`config.mk`:
```
export PLATFORM = sky130hd
export DESIGN_NAME = bbse_core
export DESIGN_NICKNAME = d
export VERILOG_FILES = /design/src/rtl/bbse_pkg.sv /design/src/rtl/bbse_core.sv
export VERILOG_INCLUDE_DIRS = /design/src /design/src/rtl
export SDC_FILE = /design/constraint.sdc
export NUM_CORES = 2
export LEC_CHECK = 0
export BUFFER_PORTS_ARGS = -buffer_cell sky130_fd_sc_hd__clkbuf_2
export CAP_MARGIN = 0
export CELL_PAD_IN_SITES_DETAIL_PLACEMENT = 1
export CELL_PAD_IN_SITES_GLOBAL_PLACEMENT = 1
export CORE_MARGIN = 2
export CORE_UTILIZATION = 46
export DETAILED_ROUTE_END_ITERATION = 7
export GPL_TIMING_DRIVEN = 1
export PLACE_DENSITY_LB_ADDON = 0.1
export SLEW_MARGIN = 20
export SYNTH_ARGS = -nofsm -noshare
export SYNTH_HDL_FRONTEND = slang
export SYNTH_SLANG_ARGS = --single-unit
```
`constraint.sdc`:
```
create_clock -name clk -period 8.7 [get_ports clk]
set_input_delay 0.435 -clock clk [delete_from_list [all_inputs] [get_ports clk]]
set_output_delay 0.435 -clock clk [all_outputs]
set_load 0.02 [all_outputs]
```
`src/rtl/bbse_map.svh`:
```
// constants for the branch / bit / shift execute stage
// assumes an 8-bit status word and 32 i/o and 32 general registers
`ifndef BBSE_MAP_SVH
`define BBSE_MAP_SVH

// status word bit positions
`define BBSE_FLAG_C 0
`define BBSE_FLAG_Z 1
`define BBSE_FLAG_N 2
`define BBSE_FLAG_V 3
`define BBSE_FLAG_S 4
`define BBSE_FLAG_H 5
`define BBSE_FLAG_T 6
`define BBSE_FLAG_I 7

// widths
`define BBSE_PC_W 12
`define BBSE_K_W 7
`define BBSE_ADR_W 5

// reset values
`define BBSE_PC_RST 12'h000
`define BBSE_FLAGS_RST 8'h00
`define BBSE_DATA_RST 8'h00

// cycle counts
`define BBSE_BR_TAKEN_CYC 2
`define BBSE_IO_BIT_CYC 2

`endif

```
`src/rtl/bbse_pkg.sv`:
```
// types for the branch / bit / shift execute stage
// assumes bbse_map.svh on the include path
`include "bbse_map.svh"

package bbse_pkg;

   typedef enum logic [3:0] {
      BBSE_OP_BR_PLUS = 4'h0,
      BBSE_OP_BR_GE = 4'h1,
      BBSE_OP_BR_LT = 4'h2,
      BBSE_OP_BR_HS = 4'h3,
      BBSE_OP_BR_HC = 4'h4,
      BBSE_OP_BR_TS = 4'h5,
      BBSE_OP_BR_TC = 4'h6,
      BBSE_OP_BR_VS = 4'h7,
      BBSE_OP_BR_VC = 4'h8,
      BBSE_OP_BR_IE = 4'h9,
      BBSE_OP_BR_ID = 4'ha,
      BBSE_OP_SET_IO_BIT = 4'hb,
      BBSE_OP_CLR_IO_BIT = 4'hc,
      BBSE_OP_SHIFT_LEFT = 4'hd,
      BBSE_OP_SHIFT_RIGHT = 4'he,
      BBSE_OP_ROT_CARRY = 4'hf
   } bbse_op_t;

   typedef enum logic [1:0] {
      BBSE_ST_IDLE = 2'b00,
      BBSE_ST_BRANCH = 2'b01,
      BBSE_ST_IO_BIT = 2'b10
   } bbse_fsm_t;

   typedef struct packed {
      bbse_op_t op;
      logic [`BBSE_K_W-1:0] k;
      logic [`BBSE_ADR_W-1:0] dst;
      logic [`BBSE_ADR_W-1:0] io_addr;
      logic [2:0] bit_sel;
   } bbse_cmd_t;

   typedef struct packed {
      logic [7:0] res;
      logic c;
   } bbse_shift_t;

   typedef struct packed {
      bbse_fsm_t fsm;
      logic [1:0] cnt;
      bbse_cmd_t cmd;
      logic [`BBSE_PC_W-1:0] pc;
      logic [7:0] flags;
      logic [7:0] result;
      logic ready;
      logic done;
      logic taken;
      logic [31:0][7:0] gpr;
      logic [31:0][7:0] io;
   } bbse_state_t;

endpackage

```
`src/rtl/bbse_core.sv`:
```
// execute stage for relative branches, i/o bit set/clear and shifts
// assumes a single in-order issuer on clk; every input is synchronous
`timescale 1ns/1ps
`include "bbse_map.svh"

module bbse_core (
   input wire logic clk,
   input wire logic srst,
   input wire logic cmd_valid,
   input wire bbse_pkg::bbse_cmd_t cmd,
   input wire logic gpr_wr_en,
   input wire logic [`BBSE_ADR_W-1:0] gpr_wr_addr,
   input wire logic [7:0] gpr_wr_data,
   input wire logic flags_wr_en,
   input wire logic [7:0] flags_wr_data,
   input wire logic io_wr_en,
   input wire logic [`BBSE_ADR_W-1:0] io_wr_addr,
   input wire logic [7:0] io_wr_data,
   output logic cmd_ready,
   output logic done,
   output logic taken,
   output logic [`BBSE_PC_W-1:0] pc,
   output logic [7:0] flags,
   output logic [7:0] result,
   output logic [31:0][7:0] gpr_file,
   output logic [31:0][7:0] io_file
);

   localparam logic [1:0] BR_LAST =
      2'(`BBSE_BR_TAKEN_CYC - 1);
   localparam logic [1:0] IO_LAST =
      2'(`BBSE_IO_BIT_CYC - 1);

   bbse_pkg::bbse_state_t s_r;
   bbse_pkg::bbse_state_t s_nxt;

   // branch condition on the status word
   function automatic logic br_cond(
      input bbse_pkg::bbse_op_t op,
      input logic [7:0] f
   );
      logic n;
      logic v;
      n = f[`BBSE_FLAG_N];
      v = f[`BBSE_FLAG_V];
      br_cond = 1'b0;
      unique case (op)
         bbse_pkg::BBSE_OP_BR_PLUS: begin
            br_cond = (n == 1'b0);
         end
         bbse_pkg::BBSE_OP_BR_GE: begin
            br_cond = ((n ^ v) == 1'b0);
         end
         bbse_pkg::BBSE_OP_BR_LT: begin
            br_cond = ((n ^ v) == 1'b1);
         end
         bbse_pkg::BBSE_OP_BR_HS: begin
            br_cond = f[`BBSE_FLAG_H];
         end
         bbse_pkg::BBSE_OP_BR_HC: begin
            br_cond = !f[`BBSE_FLAG_H];
         end
         bbse_pkg::BBSE_OP_BR_TS: begin
            br_cond = f[`BBSE_FLAG_T];
         end
         bbse_pkg::BBSE_OP_BR_TC: begin
            br_cond = !f[`BBSE_FLAG_T];
         end
         bbse_pkg::BBSE_OP_BR_VS: begin
            br_cond = v;
         end
         bbse_pkg::BBSE_OP_BR_VC: begin
            br_cond = !v;
         end
         bbse_pkg::BBSE_OP_BR_IE: begin
            br_cond = f[`BBSE_FLAG_I];
         end
         bbse_pkg::BBSE_OP_BR_ID: begin
            br_cond = !f[`BBSE_FLAG_I];
         end
         bbse_pkg::BBSE_OP_SET_IO_BIT,
         bbse_pkg::BBSE_OP_CLR_IO_BIT,
         bbse_pkg::BBSE_OP_SHIFT_LEFT,
         bbse_pkg::BBSE_OP_SHIFT_RIGHT,
         bbse_pkg::BBSE_OP_ROT_CARRY: begin
            br_cond = 1'b0;
         end
      endcase
   endfunction

   // shifter: result and carry out
   function automatic bbse_pkg::bbse_shift_t do_shift(
      input bbse_pkg::bbse_op_t op,
      input logic [7:0] d,
      input logic cin
   );
      bbse_pkg::bbse_shift_t o;
      o.res = d;
      o.c = cin;
      if (op == bbse_pkg::BBSE_OP_SHIFT_LEFT) begin
         o.res = {d[6:0], 1'b0};
         o.c = d[7];
      end else if (op == bbse_pkg::BBSE_OP_SHIFT_RIGHT) begin
         o.res = {1'b0, d[7:1]};
         o.c = d[0];
      end else if (op == bbse_pkg::BBSE_OP_ROT_CARRY) begin
         o.res = {cin, d[7:1]};
         o.c = d[0];
      end
      do_shift = o;
   endfunction

   // pc of the next word in sequence
   function automatic logic [`BBSE_PC_W-1:0] pc_inc(
      input logic [`BBSE_PC_W-1:0] p
   );
      pc_inc = p + `BBSE_PC_W'(1);
   endfunction

   // relative target; k is signed, wraps in the pc space
   function automatic logic [`BBSE_PC_W-1:0] pc_rel(
      input logic [`BBSE_PC_W-1:0] p,
      input logic [`BBSE_K_W-1:0] k
   );
      logic [`BBSE_PC_W-1:0] kx;
      kx = `BBSE_PC_W'(signed'(k));
      pc_rel = pc_inc(p + kx);
   endfunction

   always_comb begin
      bbse_pkg::bbse_shift_t sh;
      logic [7:0] d;
      logic n;
      logic c;
      s_nxt = s_r;
      sh = '0;
      d = '0;
      n = 1'b0;
      c = 1'b0;
      s_nxt.done = 1'b0;
      s_nxt.taken = 1'b0;
      // side loads first so an executing op overrides them
      if (gpr_wr_en) begin
         s_nxt.gpr[gpr_wr_addr] = gpr_wr_data;
      end
      if (flags_wr_en) begin
         s_nxt.flags = flags_wr_data;
      end
      if (io_wr_en) begin
         s_nxt.io[io_wr_addr] = io_wr_data;
      end
      unique case (s_r.fsm)
         bbse_pkg::BBSE_ST_IDLE: begin
            if (cmd_valid && s_r.ready) begin
               s_nxt.cmd = cmd;
               unique case (cmd.op)
                  bbse_pkg::BBSE_OP_SET_IO_BIT,
                  bbse_pkg::BBSE_OP_CLR_IO_BIT: begin
                     // bit written on the second cycle
                     s_nxt.fsm = bbse_pkg::BBSE_ST_IO_BIT;
                     s_nxt.cnt = 2'h1;
                     s_nxt.ready = 1'b0;
                  end
                  bbse_pkg::BBSE_OP_SHIFT_LEFT,
                  bbse_pkg::BBSE_OP_SHIFT_RIGHT,
                  bbse_pkg::BBSE_OP_ROT_CARRY: begin
                     // operand seen after any side load
                     d = s_nxt.gpr[cmd.dst];
                     sh = do_shift(cmd.op, d,
                        s_r.flags[`BBSE_FLAG_C]);
                     n = sh.res[7];
                     c = sh.c;
                     s_nxt.gpr[cmd.dst] = sh.res;
                     s_nxt.result = sh.res;
                     s_nxt.flags = s_r.flags;
                     s_nxt.flags[`BBSE_FLAG_Z] =
                        (sh.res == 8'h00);
                     s_nxt.flags[`BBSE_FLAG_C] = c;
                     s_nxt.flags[`BBSE_FLAG_N] = n;
                     s_nxt.flags[`BBSE_FLAG_V] = n ^ c;
                     s_nxt.pc = pc_inc(s_r.pc);
                     s_nxt.done = 1'b1;
                  end
                  bbse_pkg::BBSE_OP_BR_PLUS,
                  bbse_pkg::BBSE_OP_BR_GE,
                  bbse_pkg::BBSE_OP_BR_LT,
                  bbse_pkg::BBSE_OP_BR_HS,
                  bbse_pkg::BBSE_OP_BR_HC,
                  bbse_pkg::BBSE_OP_BR_TS,
                  bbse_pkg::BBSE_OP_BR_TC,
                  bbse_pkg::BBSE_OP_BR_VS,
                  bbse_pkg::BBSE_OP_BR_VC,
                  bbse_pkg::BBSE_OP_BR_IE,
                  bbse_pkg::BBSE_OP_BR_ID: begin
                     // flags sampled at issue, never written
                     if (br_cond(cmd.op, s_r.flags)) begin
                        s_nxt.fsm = bbse_pkg::BBSE_ST_BRANCH;
                        s_nxt.cnt = 2'h1;
                        s_nxt.ready = 1'b0;
                     end else begin
                        s_nxt.pc = pc_inc(s_r.pc);
                        s_nxt.done = 1'b1;
                     end
                  end
               endcase
            end
         end
         bbse_pkg::BBSE_ST_BRANCH: begin
            if (s_r.cnt == BR_LAST) begin
               s_nxt.pc = pc_rel(s_r.pc, s_r.cmd.k);
               s_nxt.taken = 1'b1;
               s_nxt.done = 1'b1;
               s_nxt.ready = 1'b1;
               s_nxt.cnt = 2'h0;
               s_nxt.fsm = bbse_pkg::BBSE_ST_IDLE;
            end else begin
               s_nxt.cnt = s_r.cnt + 2'h1;
            end
         end
         bbse_pkg::BBSE_ST_IO_BIT: begin
            if (s_r.cnt == IO_LAST) begin
               if (s_r.cmd.op == bbse_pkg::BBSE_OP_SET_IO_BIT) begin
                  s_nxt.io[s_r.cmd.io_addr][s_r.cmd.bit_sel] =
                     1'b1;
               end else begin
                  s_nxt.io[s_r.cmd.io_addr][s_r.cmd.bit_sel] =
                     1'b0;
               end
               s_nxt.pc = pc_inc(s_r.pc);
               s_nxt.done = 1'b1;
               s_nxt.ready = 1'b1;
               s_nxt.cnt = 2'h0;
               s_nxt.fsm = bbse_pkg::BBSE_ST_IDLE;
            end else begin
               s_nxt.cnt = s_r.cnt + 2'h1;
            end
         end
         default: begin
            // unused code: recover to idle
            s_nxt.fsm = bbse_pkg::BBSE_ST_IDLE;
            s_nxt.cnt = 2'h0;
            s_nxt.ready = 1'b1;
         end
      endcase
   end

   always_ff @(posedge clk) begin
      if (srst) begin
         s_r <= '0;
         s_r.fsm <= bbse_pkg::BBSE_ST_IDLE;
         s_r.pc <= `BBSE_PC_RST;
         s_r.flags <= `BBSE_FLAGS_RST;
         s_r.result <= `BBSE_DATA_RST;
         s_r.ready <= 1'b1;
      end else begin
         s_r <= s_nxt;
      end
   end

   assign cmd_ready = s_r.ready;
   assign done = s_r.done;
   assign taken = s_r.taken;
   assign pc = s_r.pc;
   assign flags = s_r.flags;
   assign result = s_r.result;
   assign gpr_file = s_r.gpr;
   assign io_file = s_r.io;

endmodule

```
==> results.json <==
{
  "outcome": "finished clean",
  "cp_num_buf_inv": 3,
  "coreArea_sq_um": 75600,
  "htree_levels": 3,
  "reg2reg_to": "gpr_file[249]$_SDFF_PP0_",
  "routedWlPerCell_microns": 35.1,
  "finalMaxSlewViolations": 0,
  "synth_fa_ha_area_share_pct": 0.631,
  "synth.largest_area_cell": "dfxtp_1",
  "grt_pass1_wl_mm": 254,
  "fin_crit_sh_pct": 61.7,
  "synth_cells": 4309,
  "skew_ns": 0.0315,
  "r2r_cells": 10,
  "flow.area_growth_from_synthesis_pct": 4.56,
  "clk_root_buffer_cell": "clkbuf_16",
  "critical-path-top-delay-family": "compound AO/OA/AOI/OAI gates",
  "combPwrFrac_pct": 12.2,
  "p_int_uw": 4460,
  "rr_startpoint": "s_r[569]$_SDFFE_PP0P_",
  "firstDrtPassIters": 6,
  "rsz0062_at_grt": "false",
  "initial_core_util_pct": 46.2,
  "yosys-top-cells-count": "dfxtp_1, buf_4, nor2_1",
  "synthMostInstantiatedCell": "dfxtp_1",
  "clock_path_buffers": 3,
  "first_iter_violations": 4425,
  "p_per_area_nw_per_um2": 175,
  "worstSetupEndpointType": "flip-flop",
  "die_width_microns": 279,
  "syn_area_per_cell_sq_um": 8.10,
  "hpwl_mm": 123,
  "ys_types": 77,
  "cts_setup_buffers": 0,
  "ys_seq_area_share_pct": 32.5,
  "reg2reg_slack_ns": 4.24,
  "clk_latency_ns": 0.64,
  "drive_above_1_share_pct": 22.6,
  "slew_headroom_pct": 12.0,
  "antenna_found_initial": 10,
  "vias_per_cell": 7.04,
  "synth_xor_area_share_pct": 0.251,
  "pin_count": 607,
  "synthSimpleGateAreaFrac_pct": 18.2,
  "fmax_mhz": 186,
  "required_ns": 9.19,
  "drc": 0,
  "path_class": "in2reg",
  "fillers": 9106,
  "die_h_microns": 279,
  "p_sw_uw": 1920,
  "grt_overflow": 0,
  "crit_path_start_kind": "input pin",
  "postSynth.asyncResetShare_pct": 0,
  "slowest_stage": "a2111oi_0",
  "hold_path_depth": 3,
  "totalWireLength_mm": 180,
  "synth_compound_area_share_pct": 27.1,
  "num_rows": 101,
  "finalSetupViolations": 0,
  "hold_ws_ns": 0.0328,
  "holdPathEnd": "s_r[558]$_SDFFE_PP0P_",
  "clk_pin_slew_ns": 0.06,
  "fin_setup_tns_ns": 0,
  "ctsHoldBuffers": 0,
  "grt_max_degree": 185,
  "gp_congestion": 1.19,
  "synth_top_family_by_area": "compound AO/OA/AOI/OAI gates",
  "fin_nets": 4179,
  "synth_seq_cells": 566,
  "synth-main-ff-cell": "dfxtp_1",
  "synth.cell_area_sq_um": 34900,
  "syn_nets": 4390,
  "cts.sinks": 566,
  "cts_buffers": 69,
  "min_from": "cmd[15]",
  "port_buffers": 606,
  "cp.arrival_ns": 5.85,
  "clockPowerShare_pct": 45.8,
  "cts_tree": "yes",
  "cts.repair.resized": 0,
  "final_hold_viol_count": 0,
  "crit_fanout": 19,
  "grt_use_total_pct": 44.2,
  "ant_nets": 0,
  "hold_path.class": "in2reg",
  "max_stage_delay_ns": 1.14,
  "yosys_warnings": 0,
  "worstMarginPinSlew_ns": 1.32,
  "post-synth-top-area-fraction_pct": 32.5,
  "die-area_sq_um": 78100,
  "finalCriticalPeriod_ns": 5.36,
  "ir_drop_v": 0.000138,
  "pwr-share-seq_pct": 42.0,
  "p_sw_share_pct": 30.1,
  "maxCapViolCount": 0,
  "grt_pass1_vias": 33825,
  "synth_mux_area_share_pct": 4.59,
  "vias": 36137,
  "synth-edff-count": 0,
  "ys_top_cells_by_area": "dfxtp_1, buf_4, a311oi_1",
  "leakage_uw": 0.0141,
  "worstPathCellList": "clkbuf_2 -> inv_1 -> o21ai_0 -> a2111oi_0 -> nand4_1 -> nor4_1 -> a211oi_1 -> a21oi_4 -> buf_4 -> mux2_2 -> nor2_1"
}
## power by group through the flow
stage / logic (uW) / clock network (uW) / registers [uW]
after floorplan: 471 / 0 / 2710
after global placement: 739 / 0 / 2730
after detailed placement: 746 / 0 / 2730
after CTS: 749 / 2920 / 2680
after global routing: 801 / 3030 / 2680
final: 780 / 2920 / 2680
## per-layer routing
layer | routed length, microns | vias to the layer above | share of wire [%] | GRT usage, %
met3 | 18100 | 694 | 10 | 11.1
met4 | 14900 | 8 | 8.3 | 30.6
li1 | - | 15165 | - | -
met1 | 65900 | 17900 | 37 | 52.7
met5 | 47 | - | 0.026 | 0
met2 | 81000 | 2370 | 45 | 69.9
## cell usage in the layout (no fill, tap or decap), types with 60 or more instances in the layout
master / n
nor2b_1: 152
mux2_2: 87
clkbuf_2: 605
mux2i_1: 60
clkbuf_16: 70
and3_1: 130
nand2_1: 279
nand3_1: 100
dfxtp_1: 566
buf_4: 79
a211oi_1: 193
nor3_1: 95
o21ai_0: 117
nor2_1: 350
a311oi_1: 286
a21oi_1: 248
a221oi_1: 236
## sequential cells by signal, indices dropped and copies added (netlist names)
register and count:
cmd_ready 1, done 1, flags 8, gpr_file 256
io_file 256, pc 12, result 8, s_r 23
taken 1
## cell families after synthesis
kind of cell               Yosys count
and+or+nand+nor                   1293
AOI/OAI and AO/OA                 1279
buffers and inverters              995
DFF                                566
muxes                              149
adders and majority gates           17
xor gates and xnor gates            10
## tightest hold or removal path: stages
cell and delay (ns):
clkbuf_2 0.08, nand2_1 0.05, a21oi_1 0.05
## worst max path at each step
stage / start / to / slack (ns) / cells past startpoint
after global routing: gpr_wr_addr[1] / gpr_file[236]$_SDFF_PP0_ / 3.45 / 13
after global placement: gpr_wr_data[4] / gpr_file[236]$_SDFF_PP0_ / 3.08 / 11
after CTS: gpr_wr_addr[1] / gpr_file[236]$_SDFF_PP0_ / 3.71 / 13
after detailed placement: gpr_wr_addr[1] / gpr_file[236]$_SDFF_PP0_ / 3.09 / 13
after floorplan: gpr_wr_addr[2] / gpr_file[103]$_SDFF_PP0_ / 5.38 / 13
final: gpr_wr_data[4] / gpr_file[252]$_SDFF_PP0_ / 3.34 / 11
## stage by stage
stage	setup slack, ns	std cells	instance area [sq um]	util, %	power (uW)
2_1_floorplan	5.38	4309	34900	-	3180
3_3_place_gp	3.08	5003	34200	45.3	3470
3_5_place_dp	3.09	5003	34200	45.3	3480
4_1_cts	3.71	5128	36400	48.2	6350
5_1_grt	3.45	5130	36500	48.3	6510
6_report	3.34	5133	36500	48.3	6370
## cell type report
type | count | area [sq um] | share of cell area, %
antenna | 3 | 7.51 | 0.0206
clock buffer | 112 | 2040 | 5.59
clock inverter | 13 | 165 | 0.453
inverter | 24 | 90.1 | 0.247
multi-input combinational | 2748 | 17900 | 49.2
sequential | 566 | 11300 | 31.0
tap | 978 | 1220 | 3.35
timing repair buffer | 689 | 3700 | 10.1
(Power assumes the default switching activity.)
